`src/hw/mvlr_defines.svh`:
```
`ifndef MVLR_DEFINES_SVH
`define MVLR_DEFINES_SVH
// clock and time base
`define CLK_HZ        40000000
`define UNIT_S        10
`define SEND_DLY_S    10
`define CYC_MAX       8'h78
// value conditioning and change steps
`define BRIGHT_FLOOR  24'sh0003E8
`define TWI_CEIL      24'sh000384
`define TEMP_SPAN     24'h000384
`define PCT_DEN       32'h000000C8
`define PCT_K0        32'h00000001
`define PCT_K1        32'h00000002
`define PCT_K2        32'h00000006
`define PCT_K3        32'h00000014
// register byte offsets
`define A_CTRL        8'h00
`define A_RLO         8'h04
`define A_RHI         8'h08
`define A_CYC         8'h0C
`define A_L1THR       8'h10
`define A_L1HYS       8'h14
`define A_L2THR       8'h18
`define A_L2HYS       8'h1C
`define A_LMODE       8'h20
`define A_LDLY        8'h24
`define A_EXT1        8'h28
`define A_EXT2        8'h2C
`define A_TEACH       8'h30
`define A_STAT        8'h34
`define A_THR1        8'h38
`define A_THR2        8'h3C
// control fields
`define C_STEP        1:0
`define C_COND        3:2
`define C_TEMP        4
`define C_CHG         5
`define C_REINIT      6
`define C_BIN         7
`define C_COMF        8
// reset values
`define CTRL_RST      9'h000
`define VAL_RST       24'h000000
`define CYC_RST       24'h000000
`define LMODE_RST     16'h0000
`define LDLY_RST      32'h00000000
`endif

```
`src/hw/mvlr_pkg.sv`:
```
package mvlr_pkg;
  typedef struct packed {
    logic               valid;
    logic signed [23:0] value;
  } smp_t;
  typedef struct packed {
    logic               send;
    logic signed [23:0] value;
  } mv_tlg_t;
  typedef struct packed {
    logic send;
    logic level;
  } lim_tlg_t;
  typedef enum logic [1:0] {
    COND_NONE   = 2'b00,
    COND_BRIGHT = 2'b01,
    COND_TWI    = 2'b10
  } cond_t;
  typedef enum logic {
    MV_IDLE = 1'b0,
    MV_HOLD = 1'b1
  } mv_st_t;
endpackage

```
`src/hw/measured_value_limit_reporter.sv`:
```
// Decided for this implementation: the address map and register access over AHB-Lite.
`timescale 1ns/1ps
`default_nettype none
`include "mvlr_defines.svh"
module measured_value_limit_reporter #(
  parameter int unsigned TICK_CYCLES = `UNIT_S * `CLK_HZ,
  parameter int unsigned SEND_DLY_CYCLES = `SEND_DLY_S * `CLK_HZ
) (
  input  wire logic                        hclk,       // bus clock
  input  wire logic                        hresetn,    // async reset, low
  input  wire logic                        hsel,       // slave select
  input  wire logic [31:0]                 haddr,      // byte address
  input  wire logic [1:0]                  htrans,     // transfer type
  input  wire logic                        hwrite,     // write phase
  input  wire logic [2:0]                  hsize,      // word only
  input  wire logic [31:0]                 hwdata,     // write data
  input  wire logic                        hready,     // bus ready
  output var  logic [31:0]                 hrdata,     // read data
  output var  logic                        hreadyout,  // slave ready
  output var  logic                        hresp,      // always okay
  input  wire mvlr_pkg::smp_t              smp,        // raw sample
  input  wire logic                        reinit_req, // bus return or download
  output var  mvlr_pkg::mv_tlg_t           mv_tlg,     // value telegram
  output wire mvlr_pkg::lim_tlg_t [1:0]    lim_tlg     // limit telegrams
);
  logic [8:0]         ctrl_r;
  logic signed [23:0] rlo_r;
  logic signed [23:0] rhi_r;
  logic [23:0]        cyc_r;
  logic signed [23:0] lthr_r [2];
  logic signed [23:0] lhys_r [2];
  logic [15:0]        lmode_r;
  logic [31:0]        ldly_r;
  logic               ph_wr_r;
  logic [7:0]         ph_addr_r;
  logic               reinit_r;
  logic signed [23:0] cond_val;
  logic signed [23:0] cur_r;
  logic               vld_r;
  logic               seen_r;
  logic [31:0]        tick_cnt_r;
  logic               tick;
  logic [2:0]         fire;
  logic [1:0]         del_v;
  logic [1:0]         lock_v;
  logic signed [23:0] thr_v [2];
  logic               addr_ok;
  logic               wr_ok;
  mvlr_pkg::mv_st_t   mv_st_r;
  // ahb-lite slave, zero wait states
  assign addr_ok = hsel & hready & htrans[1];
  assign wr_ok   = ph_wr_r;
  function automatic logic we(input logic [7:0] a);
    we = wr_ok && (ph_addr_r == a);
  endfunction
  always_ff @(posedge hclk or negedge hresetn) begin
    if (!hresetn) begin
      ph_wr_r   <= 1'b0;
      ph_addr_r <= 8'h00;
      hreadyout <= 1'b1;
      hresp     <= 1'b0;
    end else begin
      ph_wr_r   <= addr_ok & hwrite;
      ph_addr_r <= haddr[7:0];
      hreadyout <= 1'b1;
      hresp     <= 1'b0;
    end
  end
  // reads are decoded in the address phase so data is a flop in the data phase
  always_ff @(posedge hclk or negedge hresetn) begin
    if (!hresetn) begin
      hrdata <= 32'h00000000;
    end else if (addr_ok && !hwrite) begin
      case (haddr[7:0])
        `A_CTRL:  hrdata <= {23'h000000, ctrl_r};
        `A_RLO:   hrdata <= {{8{rlo_r[23]}}, rlo_r};
        `A_RHI:   hrdata <= {{8{rhi_r[23]}}, rhi_r};
        `A_CYC:   hrdata <= {8'h00, cyc_r};
        `A_L1THR: hrdata <= {{8{lthr_r[0][23]}}, lthr_r[0]};
        `A_L1HYS: hrdata <= {8'h00, lhys_r[0]};
        `A_L2THR: hrdata <= {{8{lthr_r[1][23]}}, lthr_r[1]};
        `A_L2HYS: hrdata <= {8'h00, lhys_r[1]};
        `A_LMODE: hrdata <= {16'h0000, lmode_r};
        `A_LDLY:  hrdata <= ldly_r;
        `A_STAT:  hrdata <= {3'h0, mv_st_r == mvlr_pkg::MV_HOLD, lock_v, del_v, cur_r};
        `A_THR1:  hrdata <= {{8{thr_v[0][23]}}, thr_v[0]};
        `A_THR2:  hrdata <= {{8{thr_v[1][23]}}, thr_v[1]};
        default:  hrdata <= 32'h00000000;
      endcase
    end
  end
  always_ff @(posedge hclk or negedge hresetn) begin
    if (!hresetn) begin
      ctrl_r    <= `CTRL_RST;
      rlo_r     <= `VAL_RST;
      rhi_r     <= `VAL_RST;
      cyc_r     <= `CYC_RST;
      lthr_r[0] <= `VAL_RST;
      lthr_r[1] <= `VAL_RST;
      lhys_r[0] <= `VAL_RST;
      lhys_r[1] <= `VAL_RST;
      lmode_r   <= `LMODE_RST;
      ldly_r    <= `LDLY_RST;
    end else begin
      if (we(`A_CTRL)) ctrl_r <= hwdata[8:0] & 9'h1BF;
      if (we(`A_RLO)) rlo_r <= hwdata[23:0];
      if (we(`A_RHI)) rhi_r <= hwdata[23:0];
      if (we(`A_CYC)) cyc_r <= hwdata[23:0];
      if (we(`A_L1THR)) lthr_r[0] <= hwdata[23:0];
      if (we(`A_L1HYS)) lhys_r[0] <= hwdata[23:0];
      if (we(`A_L2THR)) lthr_r[1] <= hwdata[23:0];
      if (we(`A_L2HYS)) lhys_r[1] <= hwdata[23:0];
      if (we(`A_LMODE)) lmode_r <= hwdata[15:0] & 16'h1F1F;
      if (we(`A_LDLY)) ldly_r <= hwdata;
    end
  end
  // re-initialisation: bus voltage return, download, or software strobe
  always_ff @(posedge hclk or negedge hresetn) begin
    if (!hresetn) reinit_r <= 1'b1;
    else reinit_r <= reinit_req | (we(`A_CTRL) & hwdata[`C_REINIT]);
  end
  // sample conditioning
  always_comb begin
    case (mvlr_pkg::cond_t'(ctrl_r[`C_COND]))
      mvlr_pkg::COND_BRIGHT: cond_val = (smp.value < `BRIGHT_FLOOR) ? 24'sh000000 : smp.value;
      mvlr_pkg::COND_TWI:    cond_val = (smp.value > `TWI_CEIL) ? `TWI_CEIL : smp.value;
      default:               cond_val = smp.value;
    endcase
  end
  always_ff @(posedge hclk or negedge hresetn) begin
    if (!hresetn) begin
      cur_r  <= `VAL_RST;
      vld_r  <= 1'b0;
      seen_r <= 1'b0;
    end else begin
      vld_r <= smp.valid;
      if (smp.valid) begin
        cur_r <= ctrl_r[`C_BIN] ? {23'h000000, smp.value[0]} : cond_val;
        seen_r <= 1'b1;
      end
    end
  end
  // ten second time base shared by the cyclic counters and the on and off delay counters
  assign tick = (tick_cnt_r == TICK_CYCLES - 1);
  always_ff @(posedge hclk or negedge hresetn) begin
    if (!hresetn) tick_cnt_r <= 32'h00000000;
    else tick_cnt_r <= tick ? 32'h00000000 : tick_cnt_r + 32'h00000001;
  end
  // one cycle counter each: 0 measured value, 1 and 2 the limits
  for (genvar i = 0; i < 3; i++) begin : g_cyc
    logic [7:0] cnt_r;
    logic [7:0] set;
    assign set = (cyc_r[8*i +: 8] > `CYC_MAX) ? `CYC_MAX : cyc_r[8*i +: 8];
    assign fire[i] = tick && (set != 8'h00) && (cnt_r + 8'h01 >= set);
    always_ff @(posedge hclk or negedge hresetn) begin
      if (!hresetn) cnt_r <= 8'h00;
      else if (reinit_r || set == 8'h00) cnt_r <= 8'h00;
      else if (fire[i]) cnt_r <= 8'h00;
      else if (tick) cnt_r <= cnt_r + 8'h01;
    end
  end
  // measured value path
  logic [31:0]        sd_cnt_r;
  logic signed [23:0] last_r;
  logic               have_r;
  logic [31:0]        span;
  logic [31:0]        kf;
  logic [31:0]        step;
  logic signed [24:0] diff;
  logic [24:0]        adiff;
  logic               chg_hit;
  logic               cyc_send;
  logic               hold_done;
  assign span = ctrl_r[`C_TEMP] ? {8'h00, `TEMP_SPAN} : {8'h00, rhi_r};
  always_comb begin
    case (ctrl_r[`C_STEP])
      2'b00:   kf = `PCT_K0;
      2'b01:   kf = `PCT_K1;
      2'b10:   kf = `PCT_K2;
      default: kf = `PCT_K3;
    endcase
  end
  assign step = (span * kf) / `PCT_DEN;
  assign diff = $signed({cur_r[23], cur_r}) - $signed({last_r[23], last_r});
  assign adiff = diff[24] ? 25'(-diff) : 25'(diff);
  // comfort and binary channels never send the measured value on change
  assign chg_hit = vld_r && ctrl_r[`C_CHG] && !ctrl_r[`C_COMF] && !ctrl_r[`C_BIN] &&
                   (!have_r || {7'h00, adiff} >= step);
  assign cyc_send = fire[0] && seen_r && !ctrl_r[`C_BIN];
  assign hold_done = (mv_st_r == mvlr_pkg::MV_HOLD) && (sd_cnt_r == 32'h00000000);
  always_ff @(posedge hclk or negedge hresetn) begin
    if (!hresetn) begin
      mv_st_r  <= mvlr_pkg::MV_IDLE;
      sd_cnt_r <= 32'h00000000;
    end else if (reinit_r) begin
      mv_st_r  <= mvlr_pkg::MV_IDLE;
      sd_cnt_r <= 32'h00000000;
    end else begin
      case (mv_st_r)
        mvlr_pkg::MV_IDLE: begin
          if (chg_hit) begin
            mv_st_r  <= mvlr_pkg::MV_HOLD;
            sd_cnt_r <= SEND_DLY_CYCLES - 1;
          end
        end
        mvlr_pkg::MV_HOLD: begin
          if (hold_done) mv_st_r <= mvlr_pkg::MV_IDLE;
          else sd_cnt_r <= sd_cnt_r - 32'h00000001;
        end
        default: mv_st_r <= mvlr_pkg::MV_IDLE;
      endcase
    end
  end
  // the latest value goes out when the delay ends, not the one that triggered it
  always_ff @(posedge hclk or negedge hresetn) begin
    if (!hresetn) begin
      mv_tlg <= '0;
      last_r <= `VAL_RST;
      have_r <= 1'b0;
    end else begin
      mv_tlg.send <= hold_done | cyc_send;
      if (hold_done | cyc_send) begin
        mv_tlg.value <= cur_r;
        last_r <= cur_r;
        have_r <= 1'b1;
      end
      if (reinit_r) have_r <= 1'b0;
    end
  end
  // limit comparators
  for (genvar l = 0; l < 2; l++) begin : g_lim
    logic signed [23:0] thr_r;
    logic               int_r;
    logic               del_r;
    logic               done_r;
    logic [7:0]         dc_r;
    mvlr_pkg::lim_tlg_t lt_r;
    logic [4:0]         m;
    logic               under;
    logic               a_snd;
    logic               a_val;
    logic               i_snd;
    logic               i_val;
    logic signed [24:0] thr_x;
    logic signed [24:0] hys_x;
    logic               enter;
    logic               leave;
    logic               stuck;
    logic [7:0]         need;
    logic               del_go;
    logic               ch_snd;
    logic               cy_snd;
    assign m = lmode_r[8*l +: 5];
    // mode index -> direction and the value each transition sends
    always_comb begin
      under = 1'b0;
      a_snd = 1'b1;
      a_val = 1'b1;
      i_snd = 1'b1;
      i_val = 1'b0;
      case (m[3:0])
        4'h0: begin under = 1'b0; a_val = 1'b1; i_val = 1'b0; end
        4'h1: begin under = 1'b0; a_val = 1'b0; i_val = 1'b1; end
        4'h2: begin under = 1'b1; a_val = 1'b1; i_val = 1'b0; end
        4'h3: begin under = 1'b1; a_val = 1'b0; i_val = 1'b1; end
        4'h4: begin under = 1'b0; a_val = 1'b1; i_snd = 1'b0; end
        4'h5: begin under = 1'b0; a_val = 1'b0; i_snd = 1'b0; end
        4'h6: begin under = 1'b1; a_val = 1'b1; i_snd = 1'b0; end
        4'h7: begin under = 1'b1; a_val = 1'b0; i_snd = 1'b0; end
        4'h8: begin under = 1'b0; a_snd = 1'b0; i_val = 1'b0; end
        4'h9: begin under = 1'b0; a_snd = 1'b0; i_val = 1'b1; end
        4'hA: begin under = 1'b1; a_snd = 1'b0; i_val = 1'b0; end
        4'hB: begin under = 1'b1; a_snd = 1'b0; i_val = 1'b1; end
        default: begin under = 1'b0; a_val = 1'b1; i_val = 1'b0; end
      endcase
    end
    assign thr_x = $signed({thr_r[23], thr_r});
    assign hys_x = $signed({lhys_r[l][23], lhys_r[l]});
    assign enter = under ? ($signed({cur_r[23], cur_r}) < thr_x) : ($signed({cur_r[23], cur_r}) > thr_x);
    assign leave = under ? ($signed({cur_r[23], cur_r}) > thr_x + hys_x)
                         : ($signed({cur_r[23], cur_r}) < thr_x - hys_x);
    // a return edge at or past the range end can never be crossed again
    assign stuck = under ? (thr_x + hys_x >= $signed({rhi_r[23], rhi_r}))
                         : (thr_x - hys_x <= $signed({rlo_r[23], rlo_r}));
    always_ff @(posedge hclk or negedge hresetn) begin
      if (!hresetn) thr_r <= `VAL_RST;
      else if (reinit_r) thr_r <= lthr_r[l];
      else if (we(l == 0 ? `A_EXT1 : `A_EXT2)) thr_r <= hwdata[23:0];
      else if (we(`A_TEACH) && hwdata[l]) thr_r <= cur_r;
    end
    always_ff @(posedge hclk or negedge hresetn) begin
      if (!hresetn) begin
        int_r  <= 1'b0;
        done_r <= 1'b0;
      end else if (reinit_r) begin
        int_r  <= 1'b0;
        done_r <= 1'b0;
      end else if (vld_r && !ctrl_r[`C_COMF] && !(stuck && done_r)) begin
        if (!int_r && enter) begin
          int_r  <= 1'b1;
          done_r <= 1'b1;
        end else if (int_r && leave) begin
          int_r  <= 1'b0;
          done_r <= 1'b1;
        end
      end
    end
    // on and off delays counted in ten second units
    assign need = int_r ? ldly_r[16*l +: 8] : ldly_r[16*l+8 +: 8];
    assign del_go = (int_r != del_r) && (need == 8'h00 || (tick && dc_r + 8'h01 >= need));
    always_ff @(posedge hclk or negedge hresetn) begin
      if (!hresetn) begin
        del_r <= 1'b0;
        dc_r  <= 8'h00;
      end else if (reinit_r) begin
        del_r <= 1'b0;
        dc_r  <= 8'h00;
      end else if (del_go) begin
        del_r <= int_r;
        dc_r  <= 8'h00;
      end else if (int_r == del_r) begin
        dc_r <= 8'h00;
      end else if (tick) begin
        dc_r <= dc_r + 8'h01;
      end
    end
    assign ch_snd = m[4] && (int_r ? a_snd : i_snd);
    assign cy_snd = fire[l+1] && (del_r ? a_snd : i_snd);
    // only fire[l+1] drives the cycle here, so value sends cannot shift it
    // level moves only with a telegram, so receivers never see an unsent state
    always_ff @(posedge hclk or negedge hresetn) begin
      if (!hresetn) begin
        lt_r <= '0;
      end else if (del_go) begin
        lt_r.send <= ch_snd;
        if (ch_snd) lt_r.level <= int_r ? a_val : i_val;
      end else begin
        lt_r.send <= cy_snd;
        if (cy_snd) lt_r.level <= del_r ? a_val : i_val;
      end
    end
    assign lim_tlg[l] = lt_r;
    assign del_v[l]   = del_r;
    assign lock_v[l]  = stuck & done_r;
    assign thr_v[l]   = thr_r;
  end
endmodule
`default_nettype wire

```
`config.mk`:
```
export PLATFORM = sky130hd
export DESIGN_NAME = measured_value_limit_reporter
export DESIGN_NICKNAME = d
export VERILOG_FILES = /design/src/hw/mvlr_pkg.sv /design/src/hw/measured_value_limit_reporter.sv
export VERILOG_INCLUDE_DIRS = /design/src /design/src/hw
export SDC_FILE = /design/constraint.sdc
export NUM_CORES = 2
export LEC_CHECK = 0
export BUFFER_PORTS_ARGS = -buffer_cell sky130_fd_sc_hd__buf_4
export CAP_MARGIN = 20
export CELL_PAD_IN_SITES_DETAIL_PLACEMENT = 0
export CELL_PAD_IN_SITES_GLOBAL_PLACEMENT = 2
export CORE_MARGIN = 2
export CORE_UTILIZATION = 43
export DETAILED_ROUTE_END_ITERATION = 6
export MAX_ROUTING_LAYER = met4
export PLACE_DENSITY_LB_ADDON = 0.1
export SYNTH_ARGS = -nofsm -noshare
export SYNTH_HDL_FRONTEND = slang
export SYNTH_SLANG_ARGS = --single-unit
```
`constraint.sdc`:
```
create_clock -name hclk -period 48.8 [get_ports hclk]
set_clock_uncertainty 0.2 [all_clocks]
set_input_delay 9.76 -clock hclk [delete_from_list [all_inputs] [get_ports hclk]]
set_output_delay 9.76 -clock hclk [all_outputs]
set_load 0.005 [all_outputs]
```
=== Word-level counts from Yosys, hierarchy flattened ===
Index checks and enable logic that the tools add are counted.

* Bits of input ports: 100
* Bits in registers: 475

* Equal/unequal tests: 59
* Div/mod/pow operators: 1
* Reduce and logical (&&, ||, !) cells: 103
* Multipliers: 1
* Order comparisons: 23
* Bitwise gates (word level): 9
* Add/sub/neg operators: 13
* Mux-type cells: 97

{| class="wikitable"
|+ Operators by type and width
! operator !! count
|-
| 32-bit case mux with 13 select lines || 1
|-
| 24-bit 2-to-1 mux || 10
|-
| 8-bit 2-to-1 mux || 22
|-
| 32-bit 2-to-1 mux || 4
|-
| 8-bit by 6-bit == test with 1-bit output (second input constant) || 10
|-
| 24-bit by 24-bit subtractor with 25-bit output || 3
|-
| 8-bit by 5-bit == test with 1-bit output (second input constant) || 8
|-
| 32-bit case mux with 2 select lines || 1
|-
| 8-bit logical NOT || 7
|-
| 1-bit 2-to-1 mux || 53
|-
| 24-bit by 24-bit adder with 25-bit output || 2
|-
| 25-bit by 24-bit greater-or-equal comparator with 1-bit output || 2
|-
| 24-bit by 25-bit > comparator with 1-bit output || 2
|-
| 25-bit by 24-bit less-or-equal comparator with 1-bit output || 2
|-
| 24-bit by 25-bit less-than comparator with 1-bit output || 2
|-
| 24-bit > comparator || 2
|-
| 24-bit less-than comparator || 2
|-
| 24-bit case mux with 2 select lines || 1
|-
| 1-bit logical AND || 46
|-
| 8-bit by 1-bit adder with 8-bit output (second input constant) || 5
|-
| 8-bit greater-or-equal comparator || 5
|-
| 32-bit by 1-bit adder with 32-bit output (second input constant) || 1
|-
| 32-bit by 8-bit divider with 32-bit output (second input constant) || 1
|-
| 32-bit by 29-bit == test with 1-bit output (second input constant) || 1
|-
| other kinds (37) || 113
|}

=== Depth between registers and ports, before layout ===
* Word-level depth: 10
* Gate-level depth with buffers: 113
* Mapped depth without buffers: 102

=== Worst setup path before layout ===
Ideal clock, no wire load.

* Path type: reg-to-reg
* Start point: reg ctrl_r[4]
* End point: reg sd_cnt_r[31]
* Required time: 48.462 ns
* Stages on the path, launching flop included: 105
* Slack: 28.558 ns
* Period minus slack after synthesis: 20.242 ns
* Data arrival time: 19.904 ns
* Cells stage by stage: dfrtp_1 > clkbuf_1 > buf_1 > buf_1 > nor3_1 > ha_1 > fa_1 > inv_1 > fa_1 > inv_1 > ha_1 > a21o_1 > a31o_1 > o211ai_2 > nand3_2 > o21a_1 > nor3_2 > a211o_1 > [... 69 more ...] > nor2b_1 > o21ai_0 > nand2b_1 > a21oi_1 > nor2b_1 > o21ai_0 > nand2b_1 > a21oi_1 > nor2b_1 > o21ai_0 > nand3b_1 > a211oi_1 > o22ai_1 > inv_1 > nor2_1 > nand2_1 > clkbuf_1 > o21ai_0

* Longest elaborated chain between the ends: 8

{| class="wikitable"
|+ RTL lines
! element !! RTL line !! text
|-
| start: declaration || measured_value_limit_reporter.sv:26 || <nowiki>logic [8:0] ctrl_r;</nowiki>
|-
| start signal: assignment || measured_value_limit_reporter.sv:94 || <nowiki>ctrl_r <= `CTRL_RST;</nowiki>
|-
| start signal: assignment || measured_value_limit_reporter.sv:105 || <nowiki>if (we(`A_CTRL)) ctrl_r <= hwdata[8:0] & 9'h1BF;</nowiki>
|-
| 24-bit 2-to-1 mux || measured_value_limit_reporter.sv:174 || <nowiki>assign span = ctrl_r[`C_TEMP] ? {8'h00, `TEMP_SPAN} : {8'h00, rhi_r};</nowiki>
|-
| 24-bit by 32-bit multiplier with 32-bit output || measured_value_limit_reporter.sv:183 || <nowiki>assign step = (span * kf) / `PCT_DEN;</nowiki>
|-
| 32-bit by 8-bit divider with 32-bit output (no source line) || -- ||
|-
| 25-bit by 32-bit greater-or-equal comparator with 1-bit output || measured_value_limit_reporter.sv:188 || <nowiki>(!have_r || {7'h00, adiff} >= step);</nowiki>
|-
| 1-bit logical OR || measured_value_limit_reporter.sv:188 ||
|-
| 1-bit logical AND || measured_value_limit_reporter.sv:187 || <nowiki>assign chg_hit = vld_r && ctrl_r[`C_CHG] && !ctrl_r[`C_COMF] && !ctrl_r[`C_BIN] &&</nowiki>
|-
| 3-bit != test (no source line) || -- ||
|-
| 2-bit AND reduction (no source line) || -- ||
|-
| end signal: assignment || measured_value_limit_reporter.sv:203 || <nowiki>sd_cnt_r <= SEND_DLY_CYCLES - 1;</nowiki>
|-
| end signal: assignment || measured_value_limit_reporter.sv:208 || <nowiki>else sd_cnt_r <= sd_cnt_r - 32'h00000001;</nowiki>
|-
| end: declaration || measured_value_limit_reporter.sv:163 || <nowiki>logic [31:0] sd_cnt_r;</nowiki>
|}

Every way passes these cells.
A chain may end at the register's enable or synchronous reset.

=== Worst setup path after layout ===
* Start point: reg ctrl_r[1]
* End point: reg sd_cnt_r[30]

* Longest elaborated chain between the ends: 9
* Elaborated cells between the ends (all ways): 11
* Those cells by class: 1 x mul; 1 x div; 1 x order compare; 3 x eq/ne; 1 x mux; 4 x reduce/logical

{| class="wikitable"
|+ RTL lines
! element !! RTL line !! text
|-
| 2-bit == test (tied with other cells) || measured_value_limit_reporter.sv:176 || <nowiki>case (ctrl_r[`C_STEP])</nowiki>
|-
| 5-bit case mux with 3 select lines * || measured_value_limit_reporter.sv:176 ||
|-
| 24-bit by 32-bit multiplier with 32-bit output * || measured_value_limit_reporter.sv:183 ||
|-
| 32-bit by 8-bit divider with 32-bit output (no source line) * || -- ||
|-
| 25-bit by 32-bit greater-or-equal comparator with 1-bit output * || measured_value_limit_reporter.sv:188 ||
|-
| 1-bit logical OR * || measured_value_limit_reporter.sv:188 ||
|-
| 1-bit logical AND * || measured_value_limit_reporter.sv:187 ||
|-
| 3-bit != test (no source line) * || -- ||
|-
| 2-bit AND reduction (no source line) * || -- ||
|}

Mark *: on every way between the ends. The rest lies on a longest branch, timed or not.

==> impl_metrics.yaml <==
status:
  status: "finished clean"
placement:
  place_inst: 6328
  place.gp.congestion: 0.873
  place.port_buffers: 132
  place_hpwl_um: 112000
  dpl_worst_slack_ns: 22.13
logic_synthesis:
  avgSynthCellArea_um2: 8.58
  async_flop_share_pct: 100
  netlist_area_um2: 43400
  synth_cells: 5055
  yosysUniqueCellTypes: 127
  ys_warn_count: 0
  ys.flop_type: "dfrtp_1"
  ys_ff_latch: 475
  synth_edf_count: 0
  synth_seq_area_share_pct: 27.4
critical_path:
  worstSetupEndpointType: "register"
  critical_path_class: "reg -> reg"
  endpoint: "sd_cnt_r[30]"
  reg2reg_depth: 103
  worst_path_largest_cell_delay_ns: 0.88
  crit_fanout: 41
  crit_top_cell: "a21oi_1"
  reg2reg_from: "ctrl_r[1]"
  arrival_ns: 26.92
  crit_required_ns: 49.12
  worstReg2RegEnd: "sd_cnt_r[30]"
  cp_slowest_cell: "mux2i_1"
  crit_start: "ctrl_r[1]"
  ff2ff_setup_slack_ns: 22.19
  startpoint_type: "register"
cts:
  cts_inserted_buffers: 56
  hold_buffers: 0
  cts_tree: "built"
  root_buffer: "clkbuf_16"
  htreeDepth: 2
  clk_latency_ns: 0.65
  cts.repair.resized: 0
  clock_path_buffers: 3
  clk_pin_slew_ns: 0.06
  postCtsSetupRepairBufs: 0
  clock_sinks: 475
floorplan:
  core_um2: 100000
  dieArea_um2: 103000
  fp.dieW_um: 322
  num_rows: 116
  die_y_um: 322
  ios: 163
  floorplan.initialDensity_pct: 43.4
sta:
  worst_pin_slew_ns: 1.08
  finalSetupTns_ns: 0
  hold_viol_final: 0
  fin_crit_sh_pct: 54.5
  setup_ws_ns: 22.19
  timing.fmax_mhz: 37.6
  finalSetupViolCount: 0
  whs_ns: 0.277
  grt_setup_unrepaired: "false"
  slew_headroom_pct: 27.8
  drv_slew: 0
  min_period_ns: 26.61
detailed_routing:
  totalWireLength_um: 147000
  wl_per_cell_um: 22.8
  via_count: 37500
  viasPerCell: 5.83
  drc: 0
  dr.pass1.iters: 5
  initialDrtViolationCount: 3122
  final_antenna_net_count: 0
global_routing:
  grt_pass1_vias: 36400
  overflow: 0
  grt_start_max_net_pins: 89
  grt_pass1_wl_um: 223000
  antenna_found_initial: 0
  track_usage_pct: 28.8
job:
  drv_cap: 0
final_layout:
  areaGrowthSynthToFinish_pct: 10.1
  antenna_cells: 0
  nNetsFinal: 5738
  instances_no_fill: 6432
  layout-drive-gt1-share_pct: 11.4
worst_hold_path:
  hold_path_class: "reg -> reg"
[kinds of logic after synthesis]
group	Yosys count	synth area share, %
xor+xnor	253	5.15
simple gates	1506	17.2
compound gates	1350	20.9
buf+inv	642	5.69
flops	475	27.4
fa+ha+maj	552	16.7
other cells	2	0.0173
mux	275	6.89
[synthesized netlist by cell type (all sizes together) (34+ instances only)]
cell | number | area share [%]
ha | 502 | 14
dfrtp | 474 | 27
nor2 | 429 | 3.7
inv | 422 | 3.7
nand2 | 372 | 3.2
o21ai | 355 | 4.1
a21oi | 335 | 3.9
mux2 | 181 | 4.7
clkbuf | 173 | 1.5
xnor2 | 130 | 2.7
xor2 | 123 | 2.5
nand3 | 110 | 1.3
nand2b | 97 | 1.4
mux2i | 94 | 2.2
nor2b | 92 | 1.3
nor3 | 81 | 1.0
o21bai | 80 | 1.4
a21o | 73 | 1.3
a22o | 69 | 1.4
nand4 | 63 | 0.92
a221oi | 59 | 1.3
and3 | 49 | 0.71
buf | 47 | 0.55
fa | 47 | 2.2
a211oi | 43 | 0.77
nor3b | 41 | 0.72
and2 | 38 | 0.55
o211ai | 36 | 0.67
or3 | 34 | 0.50
[cells in the final DEF, fill, tap and decap left out, types with 20 or more instances in the layout]
| cell | netlist | final |
|---|---|---|
| a211oi_1 | 41 | 40 |
| a21o_1 | 73 | 73 |
| a21oi_1 | 331 | 330 |
| a221oi_1 | 56 | 56 |
| a22o_1 | 69 | 69 |
| a22oi_1 | 28 | 28 |
| and2_1 | 38 | 38 |
| and3_1 | 49 | 49 |
| buf_4 | 8 | 190 |
| clkbuf_16 | 0 | 56 |
| dfrtp_1 | 474 | 473 |
| fa_1 | 47 | 47 |
| ha_1 | 502 | 502 |
| inv_1 | 419 | 419 |
| mux2_2 | 178 | 178 |
| mux2i_1 | 94 | 94 |
| nand2_1 | 372 | 370 |
| nand2b_1 | 96 | 96 |
| nand3_1 | 108 | 108 |
| nand4_1 | 62 | 62 |
| nor2_1 | 428 | 412 |
| nor2b_1 | 91 | 91 |
| nor3_1 | 74 | 72 |
| nor3b_1 | 40 | 40 |
| nor4_1 | 24 | 24 |
| o211ai_1 | 32 | 32 |
| o21a_1 | 27 | 27 |
| o21ai_0 | 332 | 332 |
| o21ai_1 | 20 | 20 |
| o21bai_1 | 79 | 79 |
| o31ai_1 | 26 | 26 |
| or3_1 | 33 | 33 |
| xnor2_1 | 129 | 129 |
| xor2_1 | 123 | 123 |
[final cells by class]
type                            instances  area [µm²]
Fill cell                            9882       52300
Multi-Input combinational cell       3941       29200
Sequential cell                       475       11900
Tap cell                             1298        1620
Clock buffer                           78        1600
Inverter                              422        1580
Timing Repair Buffer                  193        1470
Clock inverter                         25         377
[worst max-delay path: cells and delay by family, from the launching register on]
kind	cells	cell delay (ns)
DFF	1	0.43
xor gates and xnor gates	2	0.54
AOI/OAI and AO/OA	49	12.36
muxes	2	1.65
adders and majority gates	7	3.13
and+or+nand+nor	36	7.04
buffers and inverters	7	1.09
[per-stage QoR]
step                instance area [µm²]  util (%)
floorplan                         43400         -
global placement                  45700      45.7
detailed placement                45700      45.7
CTS                               47700      47.7
global route                      47700      47.7
finish                            47700      47.7
[metal layers]
layer	vias to the layer above	track usage (%)	share of wire (%)
met4	0	6.23	2.2
met3	146	3.18	4.4
met5	-	-	0
li1	18200	-	-
met1	18400	38.8	47
met2	808	46.9	47
[worst min path at each step]
stage / startpoint / to / slack [ns] / depth (start not counted)
6_report: tick_cnt_r[31] / tick_cnt_r[31] / 0.28 / 1
4_1_cts: tick_cnt_r[31] / tick_cnt_r[31] / 0.28 / 1
2_1_floorplan: tick_cnt_r[8] / tick_cnt_r[8] / 0.24 / 1
3_5_place_dp: tick_cnt_r[8] / tick_cnt_r[8] / 0.26 / 1
3_3_place_gp: tick_cnt_r[8] / tick_cnt_r[8] / 0.26 / 1
5_1_grt: tick_cnt_r[31] / tick_cnt_r[31] / 0.31 / 1
[flip-flops by register name, summed over array words and instances (netlist names), 2 cells and up]
| signal | count |
|---|---|
| g_lim.hys_x | 48 |
| g_lim.thr_r | 48 |
| lthr_r | 48 |
| hrdata | 32 |
| ldly_r | 32 |
| sd_cnt_r | 32 |
| tick_cnt_r | 32 |
| cur_r | 24 |
| cyc_r | 24 |
| g_cyc.cnt_r | 24 |
| last_r | 24 |
| rhi_r | 24 |
| rlo_r | 24 |
| g_lim.dc_r | 16 |
| lmode_r | 10 |
| ctrl_r | 8 |
| ph_addr_r | 8 |
| lim_tlg | 4 |
| g_lim.del_r | 2 |
| g_lim.done_r | 2 |
| g_lim.int_r | 2 |
Power is not shown: default switching activity piles up to over one toggle a cycle in this logic, so the estimate is an artifact.
